**config.mk**
```make
export PLATFORM = sky130hd
export DESIGN_NAME = power_mode_and_reset_control
export DESIGN_NICKNAME = d
export VERILOG_FILES = /design/src/rtl/pwr_rst_pkg.sv /design/src/rtl/power_mode_and_reset_control.sv
export SDC_FILE = /design/constraint.sdc
export NUM_CORES = 1
export LEC_CHECK = 0
export BUFFER_PORTS_ARGS = -buffer_cell sky130_fd_sc_hd__clkbuf_2
export CAP_MARGIN = 10
export CORE_ASPECT_RATIO = 0.7
export CORE_MARGIN = 10
export CORE_UTILIZATION = 50
export DETAILED_ROUTE_END_ITERATION = 10
export GPL_TIMING_DRIVEN = 0
export PLACE_DENSITY = 0.77
export SETUP_SLACK_MARGIN = 0.1
export SLEW_MARGIN = 40
export SYNTH_ARGS = -nofsm -noshare
export SYNTH_HDL_FRONTEND = slang
export SYNTH_SLANG_ARGS = --single-unit
```
**constraint.sdc**
```tcl
create_clock -name clk_sys -period 2.2 [get_ports clk_sys]
set_input_delay 0.33 -clock clk_sys [delete_from_list [all_inputs] [get_ports clk_sys]]
set_output_delay 0.33 -clock clk_sys [all_outputs]
set_load 0.03 [all_outputs]
```
**src/rtl/pwr_rst_pkg.sv**
```systemverilog
package pwr_rst_pkg;

  // ************************************************************
  // clock and timing
  // ************************************************************
  localparam int CLK_MHZ = 125;
  localparam int NOISE_NS = 7000;
  localparam int NOISE_CYC = (NOISE_NS * CLK_MHZ + 999) / 1000;
  localparam int LFO_KHZ = 125;
  localparam int LFO_TICK_CYC = (CLK_MHZ * 1000) / LFO_KHZ;
  localparam int CFG_PRESCALE = 32;
  localparam int CFG_TICKS = 'h30;
  localparam int CFG_MS = 12;
  localparam int CFG_LFO_TICKS = CFG_PRESCALE * CFG_TICKS;
  localparam int STAB_MS = 16;
  localparam int STAB_CYC = STAB_MS * CLK_MHZ * 1000;
  localparam int WAKE_MS = 20;
  localparam int WAKE_CYC = WAKE_MS * CLK_MHZ * 1000;
  localparam int SEQ_CLKS = 5;

  // ************************************************************
  // register map
  // ************************************************************
  localparam logic [7:0] IDX_RSTCTL = 8'h86;
  localparam logic [7:0] IDX_PMCTL = 8'h87;
  localparam logic [7:0] IDX_STAT = 8'h88;
  localparam logic [31:0] ADDR_RSTCTL = {22'h0, IDX_RSTCTL, 2'h0};
  localparam logic [31:0] ADDR_PMCTL = {22'h0, IDX_PMCTL, 2'h0};
  localparam logic [31:0] ADDR_STAT = {22'h0, IDX_STAT, 2'h0};
  localparam logic [7:0] RSTCTL_RST = 8'h81;
  localparam logic [7:0] PMCTL_RST = 8'h00;
  localparam logic [7:0] PMCTL_IDLE = 8'h01;
  localparam logic [7:0] PMCTL_STOP = 8'h03;
  localparam int POS_PWRONF = 7;
  localparam int POS_PINF = 6;
  localparam int POS_WDOGF = 5;
  localparam int POS_DBGRF = 4;
  localparam int POS_BROWNF = 3;
  localparam int POS_BROWNEN = 0;
  localparam logic [2:0] HSIZE_WORD = 3'h2;

  // ************************************************************
  // core reset values
  // ************************************************************
  localparam logic [15:0] RST_PC = 16'h0000;
  localparam logic [7:0] RST_ACC = 8'h00;
  localparam logic [7:0] RST_SP = 8'h07;
  localparam logic [15:0] RST_VECTOR_ADDR = 16'h0000;

  // ************************************************************
  // states
  // ************************************************************
  typedef enum logic [3:0] {
    RST_CFG = 4'b0001,
    RST_HOLD = 4'b0010,
    RST_SEQ = 4'b0100,
    RST_RUN = 4'b1000
  } rst_state_e;

  typedef enum logic [3:0] {
    PM_RUN = 4'b0001,
    PM_IDLE = 4'b0010,
    PM_STOP = 4'b0100,
    PM_WAKE = 4'b1000
  } pwr_mode_e;

endpackage : pwr_rst_pkg

```
**src/rtl/power_mode_and_reset_control.sv**
```systemverilog
// The AHB-Lite register port was chosen for this implementation.
`timescale 1ns/1ns
module power_mode_and_reset_control
  import pwr_rst_pkg::*;
#(
  parameter int N_IRQ = 8,
  parameter int NOISE_CYCLES = NOISE_CYC,
  parameter int LFO_TICK_CYCLES = LFO_TICK_CYC,
  parameter int STAB_CYCLES = STAB_CYC,
  parameter int WAKE_CYCLES = WAKE_CYC
) (
  input wire logic clk_sys,
  input wire logic arst_n,
  input wire logic hsel,
  input wire logic [31:0] haddr,
  input wire logic [1:0] htrans,
  input wire logic hwrite,
  input wire logic [2:0] hsize,
  input wire logic [31:0] hwdata,
  input wire logic hready,
  output logic hreadyout,
  output logic hresp,
  output logic [31:0] hrdata,
  input wire logic externalResetPinN,
  input wire logic powerOnDetect,
  input wire logic brownoutTrip,
  input wire logic watchdogOverflow,
  input wire logic watchdogResetEnable,
  input wire logic debugPortResetReq,
  input wire logic cfgExtResetPinEnable,
  input wire logic stopKeepLowFreq,
  input wire logic globalInterruptEnable,
  input wire logic [N_IRQ-1:0] interruptEnable,
  input wire logic [N_IRQ-1:0] interruptRequest,
  output logic sysResetN,
  output logic configReadStrobe,
  output logic extResetPinIsGpio,
  output logic cpuHalt,
  output logic sysClkEnable,
  output logic periphClkEnable,
  output logic mainOscEnable,
  output logic lowFreqOscEnable,
  output logic intervalTimerRun,
  output logic brownoutEnable,
  output logic [1:0] brownoutLevelSelect,
  output logic [N_IRQ-1:0] wakeInterrupt,
  output logic [15:0] resetPcValue,
  output logic [7:0] resetAccValue,
  output logic [7:0] resetSpValue,
  output logic [15:0] resetVectorAddr
);

  // ************************************************************
  // elaboration checks
  // ************************************************************
  if (N_IRQ < 1 || N_IRQ > 32 || NOISE_CYCLES < 1 || LFO_TICK_CYCLES < 1 ||
      STAB_CYCLES < 2 || WAKE_CYCLES < 2) begin : g_badParam
    $error("power_mode_and_reset_control: parameter out of range");
  end

  localparam int NW = $clog2(NOISE_CYCLES + 1);
  localparam int LW = $clog2(LFO_TICK_CYCLES + 1);
  localparam int CW = $clog2(CFG_LFO_TICKS + 1);

  // ************************************************************
  // reset pin noise filter
  // ************************************************************
  logic [NW-1:0] lowCnt_q;
  logic extPinEn_q;
  logic extRst;
  logic wdtRst;
  logic brownRst;
  logic srcAny;

  always_ff @(posedge clk_sys or negedge arst_n) begin
    if (!arst_n) begin
      lowCnt_q <= '0;
    end else if (externalResetPinN || !extPinEn_q) begin
      lowCnt_q <= '0;
    end else if (lowCnt_q != NW'(NOISE_CYCLES)) begin
      lowCnt_q <= lowCnt_q + NW'(1);
    end
  end

  logic [7:0] rstCtl_q;
  assign extRst = (lowCnt_q == NW'(NOISE_CYCLES));
  assign wdtRst = watchdogOverflow && watchdogResetEnable;
  assign brownRst = brownoutTrip && rstCtl_q[POS_BROWNEN];
  assign srcAny = extRst || powerOnDetect || wdtRst || brownRst || debugPortResetReq;

  // ************************************************************
  // low-frequency tick divider
  // ************************************************************
  logic [LW-1:0] lfoDiv_q;
  logic lfoTick;
  assign lfoTick = (lfoDiv_q == LW'(LFO_TICK_CYCLES - 1));

  always_ff @(posedge clk_sys or negedge arst_n) begin
    if (!arst_n) begin
      lfoDiv_q <= '0;
    end else if (lfoTick) begin
      lfoDiv_q <= '0;
    end else begin
      lfoDiv_q <= lfoDiv_q + LW'(1);
    end
  end

  // ************************************************************
  // reset sequencer
  // ************************************************************
  rst_state_e rst_q, rst_d;
  logic [CW-1:0] cfgCnt_q, cfgCnt_d;
  logic [31:0] stabCnt_q, stabCnt_d;
  logic [2:0] seqCnt_q, seqCnt_d;
  logic cfgRead;

  always_comb begin
    rst_d = rst_q;
    cfgCnt_d = cfgCnt_q;
    stabCnt_d = srcAny ? '0 : stabCnt_q + 32'h1;
    seqCnt_d = '0;
    cfgRead = 1'b0;
    case (rst_q)
      RST_CFG: begin
        if (lfoTick) begin
          cfgCnt_d = cfgCnt_q + CW'(1);
        end
        if (lfoTick && cfgCnt_q == CW'(CFG_LFO_TICKS - 1)) begin
          cfgRead = 1'b1;
          rst_d = RST_HOLD;
        end
      end
      RST_HOLD: begin
        if (!srcAny && stabCnt_q >= 32'(STAB_CYCLES - 1)) begin
          rst_d = RST_SEQ;
        end
      end
      RST_SEQ: begin
        seqCnt_d = seqCnt_q + 3'h1;
        if (srcAny) begin
          rst_d = RST_HOLD;
        end else if (seqCnt_q == 3'(SEQ_CLKS - 1)) begin
          rst_d = RST_RUN;
        end
      end
      RST_RUN: begin
        if (srcAny) begin
          rst_d = RST_HOLD;
        end
      end
      default: begin
        rst_d = RST_HOLD;
      end
    endcase
    if (powerOnDetect) begin
      rst_d = RST_CFG;
      cfgCnt_d = '0;
    end
    if (rst_d == RST_RUN) begin
      stabCnt_d = '0;
    end
  end

  always_ff @(posedge clk_sys or negedge arst_n) begin
    if (!arst_n) begin
      rst_q <= RST_CFG;
      cfgCnt_q <= '0;
      stabCnt_q <= '0;
      seqCnt_q <= '0;
      sysResetN <= 1'b0;
      configReadStrobe <= 1'b0;
    end else begin
      rst_q <= rst_d;
      cfgCnt_q <= cfgCnt_d;
      stabCnt_q <= stabCnt_d;
      seqCnt_q <= seqCnt_d;
      sysResetN <= (rst_d == RST_RUN);
      configReadStrobe <= cfgRead;
    end
  end

  // pin becomes plain i/o when the option read says so
  always_ff @(posedge clk_sys or negedge arst_n) begin
    if (!arst_n) begin
      extPinEn_q <= 1'b1;
    end else if (cfgRead) begin
      extPinEn_q <= cfgExtResetPinEnable;
    end
  end
  assign extResetPinIsGpio = !extPinEn_q;

  // ************************************************************
  // bus slave
  // ************************************************************
  logic addrOk;
  logic dpWrite_q;
  logic [31:0] dpAddr_q;
  logic wrRstCtl;
  logic wrPmCtl;
  logic [7:0] pmCtl_q, pmCtl_d;
  logic [7:0] rstCtl_d;
  logic [7:0] statusVal;
  logic [7:0] rdVal;
  pwr_mode_e mode_q, mode_d;
  logic wakeReq;
  logic stopVariant_q;

  assign addrOk = hsel && htrans[1] && hready && hsize == HSIZE_WORD;
  assign hreadyout = 1'b1;
  assign hresp = 1'b0;
  assign wrRstCtl = dpWrite_q && dpAddr_q == ADDR_RSTCTL;
  assign wrPmCtl = dpWrite_q && dpAddr_q == ADDR_PMCTL;

  always_ff @(posedge clk_sys or negedge arst_n) begin
    if (!arst_n) begin
      dpWrite_q <= 1'b0;
      dpAddr_q <= '0;
    end else if (hready) begin
      dpWrite_q <= addrOk && hwrite;
      dpAddr_q <= {haddr[31:2], 2'h0};
    end
  end

  assign statusVal = {1'b0, stopVariant_q, mode_q == PM_WAKE, mode_q == PM_STOP,
                      mode_q == PM_IDLE, extResetPinIsGpio, rst_q != RST_CFG, sysResetN};

  always_comb begin
    rdVal = 8'h00;
    case ({haddr[31:2], 2'h0})
      ADDR_RSTCTL: rdVal = rstCtl_d;
      ADDR_PMCTL: rdVal = pmCtl_d;
      ADDR_STAT: rdVal = statusVal;
      default: rdVal = 8'h00;
    endcase
  end

  always_ff @(posedge clk_sys or negedge arst_n) begin
    if (!arst_n) begin
      hrdata <= '0;
    end else if (addrOk && !hwrite) begin
      hrdata <= {24'h0, rdVal};
    end
  end

  // ************************************************************
  // reset cause and brown-out control
  // ************************************************************
  always_comb begin
    rstCtl_d = rstCtl_q;
    if (wrRstCtl) begin
      rstCtl_d[7:3] = rstCtl_q[7:3] & hwdata[7:3];
      rstCtl_d[2:0] = hwdata[2:0];
    end
    if (srcAny) begin
      rstCtl_d[2:0] = RSTCTL_RST[2:0];
    end
    if (powerOnDetect) begin
      rstCtl_d[7:3] = 5'h10;
    end else begin
      rstCtl_d[POS_PINF] = rstCtl_d[POS_PINF] | extRst;
      rstCtl_d[POS_WDOGF] = rstCtl_d[POS_WDOGF] | wdtRst;
      rstCtl_d[POS_DBGRF] = rstCtl_d[POS_DBGRF] | debugPortResetReq;
      rstCtl_d[POS_BROWNF] = rstCtl_d[POS_BROWNF] | brownRst;
    end
  end

  always_ff @(posedge clk_sys or negedge arst_n) begin
    if (!arst_n) begin
      rstCtl_q <= RSTCTL_RST;
    end else begin
      rstCtl_q <= rstCtl_d;
    end
  end
  assign brownoutEnable = rstCtl_q[POS_BROWNEN];
  assign brownoutLevelSelect = rstCtl_q[2:1];

  // ************************************************************
  // power mode control
  // ************************************************************
  assign wakeReq = globalInterruptEnable && |(interruptRequest & interruptEnable);

  always_comb begin
    pmCtl_d = pmCtl_q;
    if (wrPmCtl) begin
      pmCtl_d = hwdata[7:0];
    end
    if ((mode_q == PM_STOP || mode_q == PM_IDLE) && wakeReq) begin
      pmCtl_d = PMCTL_RST;
    end
    if (srcAny || !sysResetN) begin
      pmCtl_d = PMCTL_RST;
    end
  end

  always_ff @(posedge clk_sys or negedge arst_n) begin
    if (!arst_n) begin
      pmCtl_q <= PMCTL_RST;
    end else begin
      pmCtl_q <= pmCtl_d;
    end
  end

  logic [31:0] wakeCnt_q;
  logic [N_IRQ-1:0] wakeSrc_q;

  always_comb begin
    mode_d = mode_q;
    case (mode_q)
      PM_RUN: begin
        if (pmCtl_q == PMCTL_IDLE) begin
          mode_d = PM_IDLE;
        end else if (pmCtl_q == PMCTL_STOP) begin
          mode_d = PM_STOP;
        end
      end
      PM_IDLE: begin
        if (wakeReq) begin
          mode_d = PM_RUN;
        end
      end
      PM_STOP: begin
        if (wakeReq) begin
          mode_d = PM_WAKE;
        end
      end
      PM_WAKE: begin
        if (wakeCnt_q == 32'(WAKE_CYCLES - 1)) begin
          mode_d = PM_RUN;
        end
      end
      default: begin
        mode_d = PM_RUN;
      end
    endcase
    if (srcAny || !sysResetN) begin
      mode_d = PM_RUN;
    end
  end

  always_ff @(posedge clk_sys or negedge arst_n) begin
    if (!arst_n) begin
      mode_q <= PM_RUN;
      wakeCnt_q <= '0;
    end else begin
      mode_q <= mode_d;
      wakeCnt_q <= (mode_q == PM_WAKE && mode_d == PM_WAKE) ? wakeCnt_q + 32'h1 : '0;
    end
  end

  // interrupt enables live outside and are never touched here
  always_ff @(posedge clk_sys or negedge arst_n) begin
    if (!arst_n) begin
      wakeSrc_q <= '0;
      wakeInterrupt <= '0;
    end else begin
      if ((mode_q == PM_STOP || mode_q == PM_IDLE) && mode_d != PM_RUN) begin
        wakeSrc_q <= interruptRequest & interruptEnable;
      end else if (mode_q == PM_IDLE && mode_d == PM_RUN) begin
        wakeSrc_q <= interruptRequest & interruptEnable;
      end
      if (mode_q == PM_WAKE && mode_d == PM_RUN) begin
        wakeInterrupt <= wakeSrc_q;
      end else if (mode_q == PM_IDLE && mode_d == PM_RUN && sysResetN) begin
        wakeInterrupt <= interruptRequest & interruptEnable;
      end else begin
        wakeInterrupt <= '0;
      end
    end
  end

  always_ff @(posedge clk_sys or negedge arst_n) begin
    if (!arst_n) begin
      stopVariant_q <= 1'b0;
    end else if (mode_q == PM_RUN && mode_d == PM_STOP) begin
      stopVariant_q <= stopKeepLowFreq;
    end
  end

  // ************************************************************
  // clock and oscillator enables
  // ************************************************************
  always_ff @(posedge clk_sys or negedge arst_n) begin
    if (!arst_n) begin
      cpuHalt <= 1'b0;
      sysClkEnable <= 1'b1;
      periphClkEnable <= 1'b1;
      mainOscEnable <= 1'b1;
      lowFreqOscEnable <= 1'b1;
      intervalTimerRun <= 1'b0;
    end else begin
      cpuHalt <= mode_d != PM_RUN;
      sysClkEnable <= mode_d != PM_STOP && mode_d != PM_WAKE;
      periphClkEnable <= mode_d == PM_RUN || mode_d == PM_IDLE;
      mainOscEnable <= mode_d != PM_STOP;
      lowFreqOscEnable <= !(mode_d == PM_STOP && !(mode_q == PM_RUN ? stopKeepLowFreq : stopVariant_q));
      intervalTimerRun <= mode_d == PM_WAKE || rst_d == RST_HOLD;
    end
  end

  assign resetPcValue = RST_PC;
  assign resetAccValue = RST_ACC;
  assign resetSpValue = RST_SP;
  assign resetVectorAddr = RST_VECTOR_ADDR;
endmodule : power_mode_and_reset_control

```
[Word-level counts from Yosys, hierarchy flattened]
Cells that the tools add are included.
Word-level totals
  bits in registers: 187
  bits of input ports: 99
  word-level logic and storage cells: 151
Operators by class
  add/subtract/negate cells: 6
  $lt $le $gt $ge: 1
  eq/ne operators: 32
  multiplexer cells: 39
  bitwise operators: 6
  reduce and logical (&&, ||, !) cells: 42
Operators with widths (number)
  $eq 30x8->1 const B: 5
  $mux 32: 3
  $add 32x1->32 const B: 2
  $mux 8: 8
  $mux 4: 13
  $mux 11: 3
  $eq 32x22->1 const B: 1
  $ge 32x21->1 const B: 1
  $pmux 4 s4: 2
  $mux 10: 3
  $pmux 8 s3: 1
  $logic_and 1x1->1: 21
  $add 10x1->10 const B: 2
  $eq 10x10->1 const B: 2
  $eq 4x2->1 const B: 4
  $eq 4x4->1 const B: 4
  $eq 4x1->1 const B: 3
  $eq 4x3->1 const B: 3
  $add 11x1->11 const B: 1
  $eq 11x11->1 const B: 1
  $ne 10x10->1 const B: 1
  $logic_or 1x1->1: 9
  $and 8x8->8: 1
  $eq 8x1->1 const B: 1
  15 further kinds: 31

[Longest topological paths before layout]
Gate-level depths: netlist of run 1.
  depth after elaboration: 12
  gate-level depth with buffers: 8

[Worst setup path after synthesis of run 1]
OpenSTA, ideal clock, no wires.
  path kind: register to register
  start: register dpAddr_q[8]
  end: register hrdata[0]
  setup time: 0.144 ns
  arrival: 2.212 ns
  slack: -0.156 ns
  cell stages (with the launch flop): 6
  period minus slack after synthesis: 2.356 ns
  cells stage by stage: dfrtp_1 or4_4 or4_4 nor3_4 mux2i_1 o221ai_1
Between the ends
  longest elaborated chain between the ends: 6
  elaborated cells on any way between the ends: 10
  those cells by class: 2 x eq/ne; 6 x mux; 2 x reduce/logical
RTL lines
  start, declared: line power_mode_and_reset_control.sv:197  | logic [31:0] dpAddr_q;
  start signal, assigned: line power_mode_and_reset_control.sv:220  | dpAddr_q <= {haddr[31:2], 2'h0};
  $eq 30x8->1: line power_mode_and_reset_control.sv:212  | assign wrPmCtl = dpWrite_q && dpAddr_q == ADDR_PMCTL;
  $logic_and 1x1->1: line power_mode_and_reset_control.sv:212
  $mux 8: line power_mode_and_reset_control.sv:284  | if (wrPmCtl) begin
  $mux 8: line power_mode_and_reset_control.sv:287  | if ((mode_q == PM_STOP || mode_q == PM_IDLE) && wakeReq) begin
  $mux 8: line power_mode_and_reset_control.sv:290  | if (srcAny || !sysResetN) begin
  $pmux 8 s3 (*): line power_mode_and_reset_control.sv:229  | case ({haddr[31:2], 2'h0})
  end signal, assigned: line power_mode_and_reset_control.sv:241  | hrdata <= {24'h0, rdVal};
  end, declared: line power_mode_and_reset_control.sv:23  | output logic [31:0] hrdata,
Every way passes the cells marked *; elsewhere a longest branch is shown, timed or not.
A chain may end at the register's enable or synchronous reset.

[Worst setup path in the final report of run 1]
  start: input port hready
  end: register hrdata[6]
Between the ends
  longest elaborated chain between the ends: 3
RTL lines
  start, declared: line power_mode_and_reset_control.sv:20  | input wire logic hready,
  $logic_and 1x1->1 (2 in a row): line power_mode_and_reset_control.sv:208  | assign addrOk = hsel && htrans[1] && hready && hsize == HSIZE_WORD;
  $logic_and 1x1->1: line power_mode_and_reset_control.sv:240  | end else if (addrOk && !hwrite) begin
Every way passes these cells.

==> impl_results.md, run 1 <==
- Final hold vios: 0
- Cell count of the worst reg-to-reg path: 6
- Grt total ovfl: 0
- Post-route cell area: 0.0130 mm^2
- Mapped Area: between 0.009 and 0.01 mm^2
- Ys async rst share: 100%
- Detail Placement HPWL: 18,600 um
- Final Worst Setup Slack: -0.487 ns
- Final core utilization: 68.4%
- R2R setup slack: -0.22 ns
- Vias per cell: 5.68
- Die Footprint: 0.0257 mm^2
- Critical path arrival: 3.04 ns
- Initial antenna violation count: 2
- First-pass GRT wire length: 43,300 um
- WHS Path Cells: 3
- Synth Instances: 985
- Synth cell types: 61
- Pre-Repair DR Iteration Count: 5
- Yosys warns: 0
- Reg clk slew, reported paths: 0.07 ns
- Final worst-path cycle share: 122%
- Worst slew margin: 26.7%
- Antenna Nets Post-Route: 0
- Most frequent cells in the layout: dfrtp_1, buf_4, clkbuf_2
- Crit path max fanout: 10
- Clk buf depth: 2
- Crit path time final: 2.69 ns
- Synth Flop Type: dfrtp_1
- Top Ports: 201
- Outcome: finished with violations
- Failing checks: negative setup slack
- Leakage: approximately 5.7 nW
- RSZ-0062 raised after global routing: true
- I/O Buffers: 98
- Startpoint Class: input pin
- Post-synth top area cell: dfrtp_1
- Worst setup EP type: flip-flop
- Fraction of layout cells with a size suffix above 1: 36.0%
- Area Overhead vs Synth: 33.0%
- RePlAce Congestion: around 0.85
- All-layer global routing usage: 20.8%
- Vias in the first global route: just over 8,000
- Nets: roughly 1,300
- Die width: ~190 um
- Worst-Margin Slew: 1.08 ns
- Number of synthesized flops with an enable pin: 0
- CTS H-tree lvls: 4
- FF-to-FF Start: dpAddr_q[17]$_DFFE_PN0P_
- Slew Viols, Final: 0
- Power Dens Cells: 573 mW/mm^2
- DR iter-0 viols: 797
- Synth area leaders: dfrtp_1, buf_4, nor2_1
- Die height: 137 um
- IR drop worst, VDD: approximately 0.56 mV
- FF-to-FF End: hrdata[6]$_DFFE_PN0P_
- Clock Latency Late Sink: 0.44 ns
- Final setup fails: 57
- Drt total wl: 28,900 um
- WP data required: ~2.6 ns
- Commonest non-fill, non-tap cell in the layout: dfrtp_1
- Pin count of the biggest net entering global routing: between 60 and 70
- Via count: 8,548
- DP Cell Count: 1,423
- Row count: 42
- FF+latch count, synth: 187
- Hold/Removal Path Class: input pin to flip-flop
- Avg Synthesized Cell Area: around 10 um^2
- Crit path kind: input pin to flip-flop
- Sink Count: roughly 190
- Antenna Cells: 0
- Hold slack: between 0.1 and 0.15 ns
- Core area: 0.0191 mm^2
- Worst Skew: 0.00787 ns
- Max-cap violations: 0
- Root Buffer: clkbuf_16
- Total CTS buffers: 17
- CTS tree: yes
- Fin cells: 1,504
- Area after DPL: 0.0111 mm^2
- Remaining DRCs: 0
- Initial Utilization: 51.4%
- Share of the synthesized area in the top cell type: 45.4%
- Register area share after synthesis: a little under half
- WL/cell: 19.2 um
- Setup total negative slack: -4.55 ns
- Worst Min Path Start: cfgExtResetPinEnable
- Fmax: 0.372 GHz
- WHS Endpoint: extPinEn_q$_DFFE_PN1P_
## cells in the mapped netlist, types with 22 or more instances
library cell and count:
nor3_1 22, mux2_2 31, xnor2_1 35, xor2_1 46
inv_1 27, nor4_1 29, buf_4 76, nor2_1 124
nand3_1 58, clkbuf_1 34, dfrtp_1 178, nand2_1 38
nand4_1 38
## per-stage QoR
stage               power, mW  worst slack [ns]
detailed placement       4.29            -0.429
global placement         4.26             -2.78
global route             7.67            -0.455
finish                   7.47            -0.487
floorplan                4.05           -0.0872
CTS                      7.43            -0.210
## worst max-delay path, stage by stage
cell and delay (ns):
clkbuf_1 0.23, nand4b_1 0.24, or3_1 0.35, clkbuf_1 0.25
nor4b_1 0.99, o311ai_0 0.42, o211ai_1 0.22
## sequential cells by signal (all words and copies together), names as in the netlist, 3 cells and up
register	count
rst_q	4
lfoDiv_q	10
seqCnt_q	3
wakeCnt_q	32
hrdata	8
wakeSrc_q	8
lowCnt_q	10
mode_q	4
stabCnt_q	32
wakeInterrupt	8
cfgCnt_q	11
pmCtl_q	8
dpAddr_q	30
rstCtl_q	8
## area by class of cell
| type | count | area [um^2] |
|---|---|---|
| fill | 1395 | 6030 |
| multi-input combinational | 733 | 5380 |
| sequential | 187 | 4700 |
| timing repair buffer | 154 | 1090 |
| buffer | 107 | 847 |
| clock buffer | 19 | 453 |
| tap | 264 | 330 |
| clock inverter | 13 | 143 |
| inverter | 27 | 101 |
## cells by family after synthesis
family / after synthesis / share of synthesized area (%)
buffers and inverters: 137 / 8.15
other: 2 / 0.0766
and+or+nand+nor: 414 / 22.7
AOI/OAI and AO/OA: 116 / 8.51
xor gates and xnor gates: 81 / 7.23
muxes: 41 / 4.58
DFF: 187 / 47.8
adders and majority gates: 7 / 0.893
## timing repair
| item | in CTS | in global routing |
|---|---|---|
| hold buffers | 1 | 0 |
| setup buffers | 31 | 15 |
| endpoints found under the setup margin | 130 | 125 |
| pin swaps | 66 | 31 |
| hold endpoints to repair | 26 | 0 |
| cloned | 4 | 1 |
| gates resized for setup | 110 | 109 |
## where the power goes
part | switching [mW] | leakage (nW) | internal, mW
clock | 1.44 | 0.278 | 1.74
combinational | 0.454 | 2.93 | 0.277
sequential | 0.0548 | 2.49 | 3.51
## routing by layer
layer	track usage, %	wire length [um]
met5	0	28
met4	7.22	976
met2	31.3	12800
met1	27.5	12200
met3	7.40	2880
## worst max-delay path by stage
stage	startpoint	endpoint	slack, ns
after floorplan	dpAddr_q[8]$_DFFE_PN0P_	hrdata[0]$_DFFE_PN0P_	-0.09
after global placement	arst_n	dpAddr_q[31]$_DFFE_PN0P_	-2.78
after detailed placement	hready	hrdata[6]$_DFFE_PN0P_	-0.43
after CTS	dpAddr_q[12]$_DFFE_PN0P_	hrdata[3]$_DFFE_PN0P_	-0.21
after global routing	hready	hrdata[6]$_DFFE_PN0P_	-0.46
final	hready	hrdata[6]$_DFFE_PN0P_	-0.49
(Power assumes the default switching activity.)
==> run 2, diff against run 1 <==
Settings changed: SKIP_LAST_GASP set to 1.
==> run 2 against run 1 <==
  * Worst hold slack improved by 0.0015 ns
  * Global-route usage about the same
  * Clock skew is essentially flat
  * The flow still finishes with violations (negative setup slack)
  * First-iteration DRC count up 7.5%
  * Cell area down 0.18%
  * Maximum frequency increased by 10%
  * Critical endpoint is now hrdata[5]$_DFFE_PN0P_
  * Via count rose by 0.33%
  * Largest cell class unchanged
==> impl_results.md, run 2 (synthesis results as in run 1) <==
- Largest registers: stabCnt_q x32, wakeCnt_q x32, dpAddr_q x30
- Remaining DRCs: 0
- Crit path time final: 2.44 ns
- Slew Viols, Final: 0
- Initial antenna violation count: 2
- Final core utilization: 68.2%
- All-layer global routing usage: 20.9%
- Hold/Removal Path Class: input pin to flip-flop
- Die height: 137 um
- Worst Setup SP: dpAddr_q[17]$_DFFE_PN0P_
- First-pass GRT wire length: 43,400 um
- Row count: 42
- WL/cell: 19.1 um
- CP bufs+invs: 1
- Power Dens Cells: about 570 mW/mm^2
- Startpoint Class: flip-flop
- Sink Count: 187
- Cell-by-cell trace of the critical path: or4_4 > or4_4 > nor3_4 > buf_12 > mux2i_4 > o221ai_2
- Vias in the first global route: 8,187
- CP dominant cell by count: or4_4
- Hold slack: approximately 0.11 ns
- RePlAce Congestion: 0.849
- Worst Skew: 0.00821 ns
- Clk buf depth: 2
- Pin count of the biggest net entering global routing: 65
- Clock Latency Late Sink: approximately 0.44 ns
- Crit path kind: flip-flop to flip-flop
- Most frequent cells in the layout: dfrtp_1, buf_4, clkbuf_2
- Crit path max fanout: 6
- DP Cell Count: 1,423
- Pre-Repair DR Iteration Count: 5
- Final Worst Setup Slack: -0.237 ns
- Reg clk slew, reported paths: roughly 0.07 ns
- Final setup fails: 64
- Slowest cell on crit path: or4_4
- Leakage: 5.69 nW
- Die Footprint: 0.0257 mm^2
- Critical path arrival: roughly 2.7 ns
- Tot Pwr: about 7.5 mW
- Root Buffer: clkbuf_16
- Area of the multi-input gates: 0.00537 mm^2
- Setup Slack @ Placement: -0.429 ns
- Final hold vios: 0
- WHS Path Cells: 3
- Vias per cell: 5.70
- FF-to-FF Start: dpAddr_q[17]$_DFFE_PN0P_
- Core area: roughly 0.019 mm^2
- Number of fillers in the final layout: 1,395
- Worst slew margin: between 40% and 50%
- Final worst-path cycle share: 111%
- IR drop worst, VDD: 0.539 mV
- WP data required: 2.50 ns
- Worst-Margin Slew: just under 0.8 ns
- Antenna Nets Post-Route: 0
- Nets: 1,333
- Die width: 187 um
- Failing checks: negative setup slack
- RSZ-0062 raised after global routing: true
- Commonest non-fill, non-tap cell in the layout: dfrtp_1
- Outcome: finished with violations
- Detail Placement HPWL: 18,600 um
- Max-cap violations: 0
- Area Overhead vs Synth: 32.7%
- Worst setup EP type: flip-flop
- Total CTS buffers: 17
- I/O Buffers: slightly below 100
- CTS H-tree lvls: 4
- Fmax: between 0.4 and 0.5 GHz
- DR iter-0 viols: 857
- Worst Min Path Start: cfgExtResetPinEnable
- Fin cells: ~1,500
- Levels on crit path: 6
- CTS tree: yes
- Top Ports: 201
- Via count: 8,576
- Grt total ovfl: 0
- Fraction of layout cells with a size suffix above 1: 36.1%
- Reg area: 0.00470 mm^2
- Worst path max stage delay: ~0.57 ns
- Cell count of the worst reg-to-reg path: 6
- CP top delay family: simple AND/OR/NAND/NOR gates
- Drt total wl: 28,800 um
- Initial Utilization: about 51%
[run 2: cell count changes in the layout (fill, tap and decap cells not counted)]
| cell | previous run | this run |
|---|---|---|
| clkbuf_16 | 22 | 21 |
| nand3_1 | 51 | 52 |
| a22o_2 | 1 | 0 |
| diode_2 | 0 | 1 |
| buf_4 | 112 | 113 |
| a21oi_2 | 6 | 5 |
| mux2_2 | 30 | 31 |
| dfrtp_2 | 4 | 7 |
| a21oi_1 | 10 | 11 |
| dfrtp_1 | 174 | 171 |
| a22o_4 | 0 | 1 |
| mux2_4 | 1 | 0 |
| nand3_4 | 3 | 2 |
[run 2: worst min-delay path, stage by stage]
cell and delay, ns:
clkbuf_2 0.09, nand3_1 0.05, o21ai_0 0.07
[run 2: power breakdown]
group	switching [mW]	internal (mW)	leakage, nW
logic	0.456	0.277	2.93
clock network	1.43	1.74	0.278
registers	0.0556	3.51	2.48
[run 2: per-layer routing]
metal | GRT usage [%] | part of all wire [%] | vias up
met3 | 7.40 | 9.6 | 62
met2 | 31.4 | 45 | 415
met5 | 0 | 0.076 | -
li1 | - | - | 3901
met1 | 27.5 | 43 | 4194
met4 | 7.22 | 2.0 | 4
[run 2: path summary, 6_finish.rpt]
| check | endpoint | slack (ns) |
|---|---|---|
| max | hrdata[5]$_DFFE_PN0P_ | -0.24 |
| min | extPinEn_q$_DFFE_PN1P_ | 0.11 |
| max reg2reg | hrdata[5]$_DFFE_PN0P_ | -0.24 |
| min reg2reg | seqCnt_q[0]$_DFF_PN0_ | 0.47 |
| max in group asynchronous | rstCtl_q[7]$_DFF_PN1_ | 0.90 |
| min in group asynchronous | wakeCnt_q[17]$_DFF_PN0_ | 0.35 |
[run 2: area by class of cell]
type,count,area share (%)
clock buffers,19,3.48
multi-input cells,733,41.2
diodes,1,0.0192
repair buffers,155,8.46
clock inverters,13,1.10
flip-flops and latches,187,36.1
well taps,264,2.54
inverters,27,0.779
plain buffers,106,6.31
[run 2: repair_timing]
action,CTS,global route
gates cloned,4,1
endpoints found under the setup margin,130,125
pin swaps,65,29
endpoints found under the hold margin,26,0
setup buffers,31,16
hold buffers,1,0
resized for setup,106,113
[run 2: stage by stage]
stage | TNS (ns) | area, um^2
floorplan | -0.485 | 10100
global placement | -524.91 | 11000
detailed placement | -20.08 | 11100
CTS | -3.17 | 12500
global route | -11.16 | 13000
finish | -6.05 | 13000
==> run 3, diff against run 2 <==
Settings changed: CORE_ASPECT_RATIO 0.7 to not set, GPL_ROUTABILITY_DRIVEN set to 0.
==> run 3 against run 2 <==
  * The flow still finishes with violations (negative setup slack)
  * Critical path type unchanged
  * Wire length is 4.5% lower
  * Largest power group unchanged
  * Maximum frequency grew 1.1%
  * Combinational power decreased by 0.5%
  * Power grew 2.6%
==> impl_results.md, run 3 (synthesis results as in run 1) <==
- I/O Buffers: between 90 and 100
- FF-to-FF End: hrdata[7]$_DFFE_PN0P_
- Power Dens Cells: 593 mW/mm^2
- Pin count of the biggest net entering global routing: 72
- Remaining DRCs: 0
- Top Ports: 201
- Reg clk slew, reported paths: around 0.070 ns
- Critical path arrival: around 2.7 ns
- Highest routed layer: met4
- Final worst-path cycle share: 110%
- Die height: 160 um
- Area Overhead vs Synth: 31.6%
- Max-cap violations: 0
- Vias per cell: ~5.6
- Vias in the first global route: 8,314
- Fmax: around 0.41 GHz
- FF-to-FF Start: dpAddr_q[17]$_DFFE_PN0P_
- Row count: 51
- Post-route cell area: 0.0129 mm^2
- First-pass GRT wire length: 41,900 um
- Crit path time final: 2.41 ns
- Final Worst Setup Slack: -0.211 ns
- Nets: roughly 1,300
- Pre-Repair DR Iteration Count: 5
- Met2 WL: 13,600 um
- Failing checks: negative setup slack
- Largest registers: stabCnt_q x32, wakeCnt_q x32, dpAddr_q x30
- WP data required: 2.51 ns
- IR drop worst, VDD: 0.567 mV
- All-layer global routing usage: between 10% and 20%
- Met3 wire len: 2080 um
- M1 WL: around 11,000 um
- Die Footprint: ~0.026 mm^2
- Setup crit end: hrdata[7]$_DFFE_PN0P_
- Root Buffer: clkbuf_16
- Leakage: 5.61 nW
- Initial antenna violation count: 0
- Clock Latency Late Sink: approximately 0.44 ns
- Worst Skew: 0.0116 ns
- Core area: 0.0194 mm^2
- Startpoint Class: flip-flop
- Clk buf depth: 2
- Worst-Margin Slew: between 0.6 and 0.7 ns
- Most frequent cells in the layout: dfrtp_1, buf_4, clkbuf_2
- Sink Count: 187
- Cell count of the worst reg-to-reg path: 6
- Outcome: finished with violations
- DR iter-0 viols: 656
- CTS tree: yes
- Antenna Cells: 0
- Slew Viols, Final: 0
- Fin cells: about 1,500
- RSZ-0062 raised after global routing: true
- Final setup fails: 68
- Initial Utilization: 50.6%
- Antenna Nets Post-Route: 0
- Via count: between 8,000 and 9,000
- Worst setup EP type: flip-flop
- Drt total wl: ~28,000 um
- Crit path max fanout: 3
- DP Cell Count: 1,423
- Tot Pwr: about 7.7 mW
- Worst slew margin: 53.1%
- Number of fillers in the final layout: between 1,000 and 1,500
- Final core utilization: 66.5%
- Commonest non-fill, non-tap cell in the layout: dfrtp_1
- Fraction of layout cells with a size suffix above 1: a little over a third
- Hold slack: 0.102 ns
- Grt total ovfl: 0
- Area after DPL: 0.0111 mm^2
- Setup total negative slack: -7.89 ns
- Crit path kind: flip-flop to flip-flop
- Worst Setup SP: dpAddr_q[17]$_DFFE_PN0P_
- R2R setup slack: -0.21 ns
- Die width: 160 um
- Hold/Removal Path Class: input pin to flip-flop
- CTS H-tree lvls: 4
- Final hold vios: 0
- Detail Placement HPWL: 17,600 um
- WL/cell: 18.4 um
- Total CTS buffers: 17
- Setup Slack @ Placement: -0.448 ns
run 3: cell count changes in the layout (fill, tap and decap cells not counted), moves of 3 or more:
cell,before,now
buf_4,113,109
clkbuf_1,16,19
clkinvlp_4,5,1
nand3_1,52,55
nor2_1,89,92
run 3: power breakdown:
group          switching (mW)  leakage (nW)  total (mW)  internal, mW
combinational           0.447          2.82       0.729         0.282
clock                    1.36         0.308        3.36          2.00
sequential             0.0515          2.48        3.56          3.51
total                    1.86          5.61        7.66          5.80
run 3: metal layers:
metal	track usage, %	vias to the layer above
met1	24.6	4066
met5	0	-
met2	32.7	365
met4	5.59	0
li1	-	3871
met3	5.09	47
run 3: worst max-delay path, cell delays in order (launching register included):
cell and delay (ns):
dfrtp_1 0.38, or4_4 0.56, or4_4 0.57, buf_4 0.16, o31a_1 0.27, o2111ai_2 0.22
o211ai_1 0.13
run 3: cell type report:
| class | count | area, um^2 | share of cell area [%] |
|---|---|---|---|
| multi-input cells | 734 | 5340 | 41.4 |
| inverters | 27 | 101 | 0.785 |
| plain buffers | 105 | 795 | 6.16 |
| repair buffers | 147 | 1000 | 7.78 |
| well taps | 265 | 332 | 2.57 |
| clock buffers | 23 | 478 | 3.70 |
| clock inverters | 9 | 159 | 1.23 |
| flip-flops and latches | 187 | 4700 | 36.4 |
run 3: worst min-delay path by stage:
| stage | start | endpoint | cells past startpoint |
|---|---|---|---|
| after CTS | cfgExtResetPinEnable | extPinEn_q$_DFFE_PN1P_ | 3 |
| after global placement | seqCnt_q[0]$_DFF_PN0_ | seqCnt_q[0]$_DFF_PN0_ | 1 |
| after global routing | cfgExtResetPinEnable | extPinEn_q$_DFFE_PN1P_ | 3 |
| after detailed placement | arst_n | dpAddr_q[17]$_DFFE_PN0P_ | 1 |
| final | cfgExtResetPinEnable | extPinEn_q$_DFFE_PN1P_ | 3 |
| after floorplan | arst_n | cfgCnt_q[0]$_DFFE_PN0P_ | 0 |
run 3: timing repair:
item,in CTS,in global routing
pin swaps,48,32
gates resized for setup,106,86
endpoints found under the hold margin,57,0
buffers inserted,17,22
endpoints found under the setup margin,128,122
gates cloned,5,2
hold buffers,1,0
